## config.mk

```make
export PLATFORM = sky130hd
export DESIGN_NAME = i2cm_master
export DESIGN_NICKNAME = d
export VERILOG_FILES = /design/src/i2cm_pkg.sv /design/src/i2cm_master.sv
export SDC_FILE = /design/constraint.sdc
export NUM_CORES = 1
export LEC_CHECK = 0
export ABC_CLOCK_PERIOD_IN_PS = 2800
export BUFFER_PORTS_ARGS = -buffer_cell sky130_fd_sc_hd__buf_4
export CAP_MARGIN = 20
export CORE_MARGIN = 2
export CORE_UTILIZATION = 63
export CTS_CLUSTER_SIZE = 25
export DETAILED_ROUTE_END_ITERATION = 8
export MAX_ROUTING_LAYER = met4
export PLACE_DENSITY_LB_ADDON = 0.08
export SLEW_MARGIN = 25
export SYNTH_ARGS = -nofsm -noshare
export SYNTH_HDL_FRONTEND = slang
export SYNTH_SLANG_ARGS = --single-unit
export TNS_END_PERCENT = 100
```

## constraint.sdc

```tcl
create_clock -name core_clk -period 2.8 [get_ports core_clk]
set_input_delay 0.28 -clock core_clk [delete_from_list [all_inputs] [get_ports core_clk]]
set_output_delay 0.28 -clock core_clk [all_outputs]
set_load 0.02 [all_outputs]
```

## src/i2cm_pkg.sv

```systemverilog
`default_nettype none
package i2cm_pkg;
  localparam int CLK_HZ = 100_000_000;
  localparam int BUS_HZ = 100_000;
  localparam int TICKS_PER_BIT = 4;
  localparam int TICK_CYC = CLK_HZ / (BUS_HZ * TICKS_PER_BIT);
  localparam int START_DELAY_TICKS = 8;
  localparam int BACKOFF_MAX_CLKS = 85;
  localparam int BUF_DEPTH = 7;
  localparam logic [3:0] OFS_CTRL = 4'h0;
  localparam logic [3:0] OFS_STAT = 4'h1;
  localparam logic [3:0] OFS_ADDR = 4'h2;
  localparam logic [3:0] OFS_LEN = 4'h3;
  localparam logic [3:0] OFS_STATE = 4'h4;
  localparam logic [3:0] OFS_BUF = 4'h8;
  localparam int CTRL_GO = 0;
  localparam int CTRL_READ = 1;
  localparam int CTRL_MM = 2;
  localparam int STAT_NO_ACK = 0;
  localparam int STAT_RX_DONE = 1;
  localparam int STAT_ARB_LOST = 2;
  localparam int STAT_RESUME_WR = 3;
  localparam int STAT_OWNED = 4;
  localparam int STAT_BUSY = 5;
  localparam logic [7:0] LFSR_SEED = 8'h5a;

  typedef enum logic [3:0] {
    ST_IDLE = 4'h0, ST_START = 4'h1, ST_PREP_ADDR = 4'h3, ST_SHIFT_OUT = 4'h2,
    ST_SAMPLE_ACK = 4'h6, ST_MORE_SEND = 4'h7, ST_PREP_SEND = 4'h5, ST_STOP = 4'h4,
    ST_PREP_RX = 4'hc, ST_SHIFT_IN = 4'hd, ST_STORE = 4'hf, ST_DRIVE_ACK = 4'he,
    ST_BACKOFF = 4'ha
  } i2cm_st_t;

  typedef struct packed {
    logic [3:0] addr;
    logic [7:0] wdata;
    logic wr;
    logic rd;
  } i2cm_req_t;

  typedef struct packed {
    logic scl_o;
    logic scl_oe;
    logic sda_o;
    logic sda_oe;
  } i2cm_pins_t;
endpackage
`default_nettype wire

```

## src/i2cm_master.sv

```systemverilog
// Decided for this implementation: strobed register access and the placing of the registers.
`default_nettype none
module i2cm_master
  import i2cm_pkg::*;
(
  // Clock and reset
  input wire logic core_clk,
  input wire logic rst_n,
  input wire logic ce,
  // Register port
  input wire i2cm_req_t reg_req,
  output var logic [7:0] reg_rdata,
  // Bus pins
  input wire logic scl_i,
  input wire logic sda_i,
  output var i2cm_pins_t pins,
  // Status
  output var logic busy
);
  localparam logic [7:0] TICK_LAST = 8'(TICK_CYC - 1);

  typedef struct packed {
    i2cm_st_t master_state_reg;
    logic [1:0] master_substate_reg;
    logic [7:0] tick_cnt;
    logic scl_meta;
    logic scl_s;
    logic sda_meta;
    logic sda_s;
    i2cm_pins_t port_direction_shadow;
    logic [3:0] bits_left_counter;
    logic [7:0] shift_byte;
    logic [3:0] write_index;
    logic [3:0] read_index;
    logic [7:0] transfer_length;
    logic [6:0] target_address;
    logic rd_mode;
    logic mm_en;
    logic addr_phase;
    logic samp;
    logic no_ack_flag;
    logic receive_done_flag;
    logic arbitration_lost_flag;
    logic resume_is_write_flag;
    logic bus_owned_flag;
    logic [7:0] start_delay_counter;
    logic [8:0] backoff;
    logic [7:0] lfsr;
    logic [BUF_DEPTH-1:0][7:0] data_buffer;
    logic [7:0] rdata;
  } i2cm_state_t;

  i2cm_state_t s_q;
  i2cm_state_t s_d;
  logic tick;
  logic more;
  logic drv_low;
  logic lose;
  logic [6:0] wait_clks;

  function automatic logic is_buf(input logic [3:0] a);
    is_buf = (a >= OFS_BUF) && (a < OFS_BUF + 4'(BUF_DEPTH));
  endfunction

  assign tick = ce && (s_q.tick_cnt == 8'h00);
  assign more = {4'h0, s_q.read_index} < s_q.transfer_length;
  assign wait_clks = (s_q.lfsr[6:0] >= 7'(BACKOFF_MAX_CLKS))
                   ? 7'(s_q.lfsr[6:0] - 7'(BACKOFF_MAX_CLKS)) : s_q.lfsr[6:0];

  always_comb
  begin
    s_d = s_q;
    drv_low = 1'b0;
    lose = 1'b0;
    if (ce)
    begin
      s_d.scl_meta = scl_i;
      s_d.scl_s = s_q.scl_meta;
      s_d.sda_meta = sda_i;
      s_d.sda_s = s_q.sda_meta;
      s_d.lfsr = {s_q.lfsr[6:0], s_q.lfsr[7] ^ s_q.lfsr[5] ^ s_q.lfsr[4] ^ s_q.lfsr[3]};
      s_d.tick_cnt = (s_q.tick_cnt == 8'h00) ? TICK_LAST : 8'(s_q.tick_cnt - 8'h01);

      // Register reads, answered one cycle later
      if (reg_req.rd)
      begin
        s_d.rdata = 8'h00;
        if (reg_req.addr == OFS_CTRL)
          s_d.rdata = {5'h00, s_q.mm_en, s_q.rd_mode, 1'b0};
        else if (reg_req.addr == OFS_STAT)
          s_d.rdata = {2'h0, s_q.master_state_reg != ST_IDLE, s_q.bus_owned_flag,
                       s_q.resume_is_write_flag, s_q.arbitration_lost_flag,
                       s_q.receive_done_flag, s_q.no_ack_flag};
        else if (reg_req.addr == OFS_ADDR)
          s_d.rdata = {1'b0, s_q.target_address};
        else if (reg_req.addr == OFS_LEN)
          s_d.rdata = s_q.transfer_length;
        else if (reg_req.addr == OFS_STATE)
          s_d.rdata = {s_q.master_substate_reg, 2'h0, s_q.master_state_reg};
        else if (is_buf(reg_req.addr))
          s_d.rdata = s_q.data_buffer[3'(reg_req.addr - OFS_BUF)];
      end

      // Writes; flag clears come first so a same-cycle set wins
      if (reg_req.wr)
      begin
        if (reg_req.addr == OFS_STAT)
        begin
          if (reg_req.wdata[STAT_NO_ACK])
            s_d.no_ack_flag = 1'b0;
          if (reg_req.wdata[STAT_RX_DONE])
            s_d.receive_done_flag = 1'b0;
          if (reg_req.wdata[STAT_ARB_LOST])
            s_d.arbitration_lost_flag = 1'b0;
        end
        // Configuration only changes while idle, so a transfer sees stable values
        if (s_q.master_state_reg == ST_IDLE)
        begin
          // target address held for the transfer
          if (reg_req.addr == OFS_ADDR)
            s_d.target_address = reg_req.wdata[6:0];
          if (reg_req.addr == OFS_LEN)
            s_d.transfer_length = reg_req.wdata;
          if (is_buf(reg_req.addr))
            s_d.data_buffer[3'(reg_req.addr - OFS_BUF)] = reg_req.wdata;
          if (reg_req.addr == OFS_CTRL)
          begin
            s_d.rd_mode = reg_req.wdata[CTRL_READ];
            s_d.mm_en = reg_req.wdata[CTRL_MM];
            if (reg_req.wdata[CTRL_GO])
            begin
              s_d.master_state_reg = ST_START;
              s_d.master_substate_reg = 2'd0;
              s_d.start_delay_counter = 8'h00;
            end
          end
        end
      end

      if (tick)
      begin
        unique case (s_q.master_state_reg)
          ST_IDLE:
          begin
            s_d.port_direction_shadow.scl_oe = 1'b0;
            s_d.port_direction_shadow.sda_oe = 1'b0;
          end
          ST_START:
          begin
            unique case (s_q.master_substate_reg)
              2'd0:
              begin
                s_d.port_direction_shadow.scl_oe = 1'b0;
                s_d.port_direction_shadow.sda_oe = 1'b0;
                // count clock-high periods on a free bus
                if (!s_q.mm_en)
                  s_d.master_substate_reg = 2'd1;
                else if (s_q.scl_s && s_q.sda_s)
                begin
                  s_d.start_delay_counter = 8'(s_q.start_delay_counter + 8'h01);
                  if (s_q.start_delay_counter >= 8'(START_DELAY_TICKS - 1))
                    s_d.master_substate_reg = 2'd1;
                end
                else
                  s_d.start_delay_counter = 8'h00;
              end
              2'd1:
              begin
                s_d.port_direction_shadow.sda_oe = 1'b1;
                // this master now owns the bus
                s_d.bus_owned_flag = 1'b1;
                s_d.master_substate_reg = 2'd2;
              end
              2'd2:
              begin
                s_d.port_direction_shadow.scl_oe = 1'b1;
                s_d.master_substate_reg = 2'd3;
              end
              default:
              begin
                s_d.master_state_reg = ST_PREP_ADDR;
                s_d.master_substate_reg = 2'd0;
              end
            endcase
          end
          ST_PREP_ADDR:
          begin
            // address into the shift byte; direction bit
            s_d.shift_byte = {s_q.target_address, s_q.rd_mode};
            s_d.bits_left_counter = 4'd8;
            s_d.addr_phase = 1'b1;
            s_d.write_index = 4'h0;
            s_d.read_index = 4'h0;
            s_d.master_state_reg = ST_SHIFT_OUT;
          end
          ST_PREP_SEND:
          begin
            // count, fetch and advance; write index
            s_d.shift_byte = s_q.data_buffer[3'(s_q.write_index)];
            s_d.write_index = 4'(s_q.write_index + 4'h1);
            s_d.bits_left_counter = 4'd8;
            s_d.master_state_reg = ST_SHIFT_OUT;
          end
          ST_MORE_SEND:
          begin
            if (({4'h0, s_q.write_index} < s_q.transfer_length)
                && (s_q.write_index < 4'(BUF_DEPTH)))
              s_d.master_state_reg = ST_PREP_SEND;
            else
              s_d.master_state_reg = ST_STOP;
          end
          ST_PREP_RX:
          begin
            s_d.bits_left_counter = 4'd8;
            s_d.master_state_reg = ST_SHIFT_IN;
          end
          ST_STORE:
          begin
            // byte to the next buffer slot
            s_d.data_buffer[3'(s_q.read_index)] = s_q.shift_byte;
            s_d.read_index = 4'(s_q.read_index + 4'h1);
            s_d.master_state_reg = ST_DRIVE_ACK;
          end
          ST_STOP:
          begin
            // data rises while clock high, then idle
            unique case (s_q.master_substate_reg)
              2'd0: s_d.port_direction_shadow.sda_oe = 1'b1;
              2'd1: s_d.port_direction_shadow.scl_oe = 1'b0;
              2'd2: s_d.port_direction_shadow.sda_oe = !s_q.scl_s;
              default:
              begin
                s_d.master_state_reg = ST_IDLE;
                s_d.bus_owned_flag = 1'b0;
              end
            endcase
            // Slave may still stretch; data must rise with clock high
            if ((s_q.master_substate_reg != 2'd2) || s_q.scl_s)
              s_d.master_substate_reg = 2'(s_q.master_substate_reg + 2'd1);
          end
          ST_BACKOFF:
          begin
            // random wait, then retry the whole transfer
            if (s_q.backoff == 9'h000)
            begin
              s_d.master_state_reg = ST_START;
              s_d.start_delay_counter = 8'h00;
            end
            else
              s_d.backoff = 9'(s_q.backoff - 9'h001);
          end
          ST_SHIFT_OUT, ST_SAMPLE_ACK, ST_SHIFT_IN, ST_DRIVE_ACK:
          begin
            if (s_q.master_state_reg == ST_SHIFT_OUT)
              drv_low = !s_q.shift_byte[7];
            else if (s_q.master_state_reg == ST_DRIVE_ACK)
              drv_low = more;
            unique case (s_q.master_substate_reg)
              2'd0:
              begin
                // data changes while the clock is low
                s_d.port_direction_shadow.sda_oe = drv_low;
                s_d.master_substate_reg = 2'd1;
              end
              2'd1:
              begin
                s_d.port_direction_shadow.scl_oe = 1'b0;
                s_d.master_substate_reg = 2'd2;
              end
              2'd2:
              begin
                // Waits while a slave stretches the clock
                if (s_q.scl_s)
                begin
                  s_d.samp = s_q.sda_s;
                  s_d.master_substate_reg = 2'd3;
                  lose = s_q.mm_en && (s_q.master_state_reg == ST_SHIFT_OUT)
                      && !s_q.port_direction_shadow.sda_oe && !s_q.sda_s;
                end
              end
              default:
              begin
                s_d.port_direction_shadow.scl_oe = 1'b1;
                s_d.master_substate_reg = 2'd0;
                if (s_q.master_state_reg == ST_SHIFT_OUT)
                begin
                  s_d.shift_byte = {s_q.shift_byte[6:0], 1'b0};
                  s_d.bits_left_counter = 4'(s_q.bits_left_counter - 4'd1);
                  if (s_q.bits_left_counter == 4'd1)
                    s_d.master_state_reg = ST_SAMPLE_ACK;
                end
                else if (s_q.master_state_reg == ST_SHIFT_IN)
                begin
                  s_d.shift_byte = {s_q.shift_byte[6:0], s_q.samp};
                  s_d.bits_left_counter = 4'(s_q.bits_left_counter - 4'd1);
                  if (s_q.bits_left_counter == 4'd1)
                    s_d.master_state_reg = ST_STORE;
                end
                else if (s_q.master_state_reg == ST_SAMPLE_ACK)
                begin
                  s_d.addr_phase = 1'b0;
                  if (s_q.samp)
                  begin
                    s_d.no_ack_flag = 1'b1;
                    s_d.master_state_reg = ST_STOP;
                  end
                  else if (s_q.addr_phase && s_q.rd_mode)
                    s_d.master_state_reg = ST_PREP_RX;
                  else
                    s_d.master_state_reg = ST_MORE_SEND;
                end
                else if (more)
                  s_d.master_state_reg = ST_PREP_RX;
                else
                begin
                  s_d.receive_done_flag = 1'b1;
                  s_d.master_state_reg = ST_STOP;
                end
              end
            endcase
          end
          default:
            s_d.master_state_reg = ST_IDLE;
        endcase

        if (lose)
        begin
          // flag the loss; remember the direction
          s_d.arbitration_lost_flag = 1'b1;
          s_d.resume_is_write_flag = !s_q.rd_mode;
          s_d.bus_owned_flag = 1'b0;
          s_d.port_direction_shadow.scl_oe = 1'b0;
          s_d.port_direction_shadow.sda_oe = 1'b0;
          s_d.backoff = {7'(wait_clks + 7'd1), 2'b00};
          s_d.master_state_reg = ST_BACKOFF;
          s_d.master_substate_reg = 2'd0;
        end
      end
    end
  end

  always_ff @(posedge core_clk or negedge rst_n)
  begin
    if (!rst_n)
    begin
      s_q <= '0;
      s_q.scl_meta <= 1'b1;
      s_q.scl_s <= 1'b1;
      s_q.sda_meta <= 1'b1;
      s_q.sda_s <= 1'b1;
      s_q.lfsr <= LFSR_SEED;
    end
    else
      s_q <= s_d;
  end

  assign reg_rdata = s_q.rdata;
  assign pins = s_q.port_direction_shadow;
  assign busy = s_q.bus_owned_flag;
endmodule
`default_nettype wire

```

==> run summary <==
H-tree depth: 4
CTS tree: built
Crit end category: flip-flop
Initial antenna violation count: 0
Maxcap violations: 0
Simple-gate share of the synthesized area: 0.166
Dominant synthesized flop cell: dfrtp_1
Nets: 1123
Fill count: 1173
Port bufs: 29
Status: finished, final reports clean
Synth Instances: 1085
Synth Cell Area: 0.00972 mm²
Power Dens Cells: 757 mW/mm²
Final ANT Viol Nets: 0
Starting Density: 0.642
Die H: 128 µm
1st-iter DRT viols: 1206
Number of global-route vias before repair: 8296
Worst slew pin tran: 0.736 ns
Mean routed wirelength per cell: 21.8 µm
Final cycle utilization of the critical path: 0.934
Placement row count: 45
GRT overflow: 0
Slew Viols, Final: 0
Number of flops mapped to enable cells by yosys: 0
Routed WL: 28000 µm
Final hold vios: 0
CTS max path bufs: 2
Tot Pwr: 8160 µW
Area grow syn2layout: 10.8%
Synth async-reset ratio: 1.00
Largest net degree at the start of global routing: 70
Global-route wire length before repair: 44900 µm
Die area: 0.0164 mm²
Slew margin rel.: 0.509
Worst vdd ir: 0.562 mV
Die W: 128 µm
Synth Area in Adders: 0.0257
First-pass DRT Iterations: 8
Core area: 0.0151 mm²
CP Data Required Time: 3.10 ns
Overall routing resource usage: 0.360
Post-synthesis register bit count: 153
Clk Latency, worst-skew pair: 0.43 ns
Inserted Clock Buffers: 17
Antenna diode instance count: 0
Post-Place Setup Slack: 0.156 ns
Vias per Instance: 6.95
Dpl hpwl: 19100 µm
Worst hold margin: 0.0788 ns
Mux contribution to synthesized area: 0.0911
Critical Path AT: 2.91 ns
Clock Skews: 0.00982 ns
Worst hold path class: in2reg
Period minus WS final: 2.61 ns
Synth warnings: 0
Crit path kind: reg2reg
Clock Sinks: 153
Fraction of the yosys area taken by sequential cells: 0.395
Via count: 8934
Post-Synth XOR/XNOR Area: 0.00991
IO Pins: 32
DRC Markers: 0
GP Congestion: 0.946
Leakage: 0.00447 µW
Root buffer cell: clkbuf_16
Fmax achieved: 383 MHz
Crit start category: flip-flop
Synth Area in Compound Gates: 0.259
Layout cell share with drive strength beyond 1: 0.166
Avg Synthesized Cell Area: 8.96 µm²
Max FO, Critical Path: 9
Final-report setup violation count: 0
Layout Utilization: 0.711
Main combinational cell family by area after synthesis: compound AO/OA/AOI/OAI gates
Clock transition at path regs: 0.06 ns
Post-route setup slack: 0.186 ns
Synth cell types: 74
## cell families after synthesis
kind of cell / count (synthesis)
buffers and inverters: 124
xor gates and xnor gates: 11
DFF: 153
and+or+nand+nor: 328
muxes: 65
AOI/OAI and AO/OA: 383
adders and majority gates: 20
other: 1
## metrics by stage
stage	setup TNS (ns)	cell area (µm²)	cells
finish	0	10800	1285
global route	-0.00955	10800	1285
CTS	0	10800	1285
detailed placement	0	10100	1252
global placement	0	10100	1252
floorplan	0	9720	1086
## state kept, by name (all words and copies together), names as in the netlist
| signal | count |
|---|---|
| busy | 1 |
| pins | 2 |
| s_q | 142 |
| reg_rdata | 8 |
## final cells by class
type	instances	area (µm²)	share of cell area
multi-input combinational	809	5390	0.501
sequential	153	3840	0.356
timing repair buffer	77	609	0.0566
clock buffer	19	453	0.0421
tap	188	235	0.0218
clock inverter	13	145	0.0135
inverter	26	97.6	0.00906
## path summary, 6_finish.rpt
check / startpoint / to / slack (ns) / cells past startpoint
max in group asynchronous: rst_n / s_q[68] / 1.44 / 3
worst max-delay path: s_q[65] / s_q[80] / 0.19 / 11
worst min register to register: reg_rdata[2] / reg_rdata[2] / 0.48 / 2
worst min-delay path: scl_i / s_q[140] / 0.08 / 2
min in group asynchronous: rst_n / s_q[87] / 0.41 / 2
worst max register to register: s_q[65] / s_q[80] / 0.19 / 11
## worst max-delay path, stage by stage (launching register included)
cell      delay (ns)
dfstp_2         0.60
inv_1           0.10
ha_1            0.25
nor3_1          0.21
o211ai_1        0.22
xnor2_1         0.24
ha_1            0.17
inv_1           0.06
a31oi_2         0.21
nand4_1         0.14
xnor2_1         0.19
o22ai_1         0.09
## placed cells by master, fill, tap and decap left out, types with 12 or more instances in the layout
master     synthesis  layout
mux2i_1           21      21
a21oi_1           86      86
dfrtp_1          145     145
nor2b_1           14      14
buf_4             12      73
a211oi_1          12      12
nand2_1          104     104
nor4_1            15      13
nor3_1            13      13
nand3_1           19      19
inv_1             26      26
nor2_1            89      89
clkbuf_16          0      17
mux2_2            28      28
ha_1              20      20
mux4_2            16      16
a2bb2oi_1         33      33
o22ai_1           63      63
nand2b_1          13      13
nand4_1           13      13
o21ai_0           85      85
## cell usage after synthesis, drive strengths merged (5+ instances only)
| cell | number | area share |
|---|---|---|
| a22oi | 5 | 0.0039 |
| nand3 | 20 | 0.011 |
| nor3 | 14 | 0.0084 |
| nand2b | 13 | 0.0084 |
| a211oi | 12 | 0.0093 |
| a221oi | 7 | 0.0063 |
| a2bb2oi | 33 | 0.030 |
| mux4 | 16 | 0.037 |
| nor2b | 14 | 0.0090 |
| o31ai | 9 | 0.0070 |
| a32o | 5 | 0.0051 |
| mux2i | 21 | 0.022 |
| a22o | 5 | 0.0045 |
| nor4 | 15 | 0.0097 |
| o211ai | 7 | 0.0054 |
| o22ai | 63 | 0.041 |
| o41ai | 6 | 0.0054 |
| dfrtp | 145 | 0.37 |
| o221ai | 5 | 0.0045 |
| nand4 | 13 | 0.0084 |
| dfstp | 8 | 0.022 |
| a21oi | 86 | 0.044 |
| buf | 35 | 0.019 |
| nand2 | 104 | 0.040 |
| nor3b | 6 | 0.0046 |
| mux2 | 28 | 0.032 |
| xnor2 | 8 | 0.0072 |
| a21boi | 8 | 0.0097 |
| a31oi | 6 | 0.0039 |
| nor2 | 89 | 0.034 |
| a21o | 7 | 0.0054 |
| nand3b | 7 | 0.0054 |
| o21ai | 86 | 0.044 |
| clkbuf | 63 | 0.024 |
| and3 | 7 | 0.0045 |
| inv | 26 | 0.010 |
| ha | 20 | 0.026 |
| or4 | 6 | 0.0054 |
| o21a | 6 | 0.0046 |
## layer usage
metal	global-route usage	vias up	wire length, µm
met5	-	-	0
met4	0.102	0	530
met3	0.104	65	3140
met2	0.519	552	12400
met1	0.498	4261	11900
li1	-	4056	-
## report_power, final
part	switching, µW	internal [µW]
Sequential	596	2790
Combinational	1310	1130
Clock	966	1370
Total	2870	5290
## repair_timing
action	in CTS	in global routing
hold endpoints to repair	63	0
resized for setup	0	2
endpoints found under the setup margin	0	6
hold buffers	1	0
buffers inserted	0	0
Power figures use the tool's default switching activity.
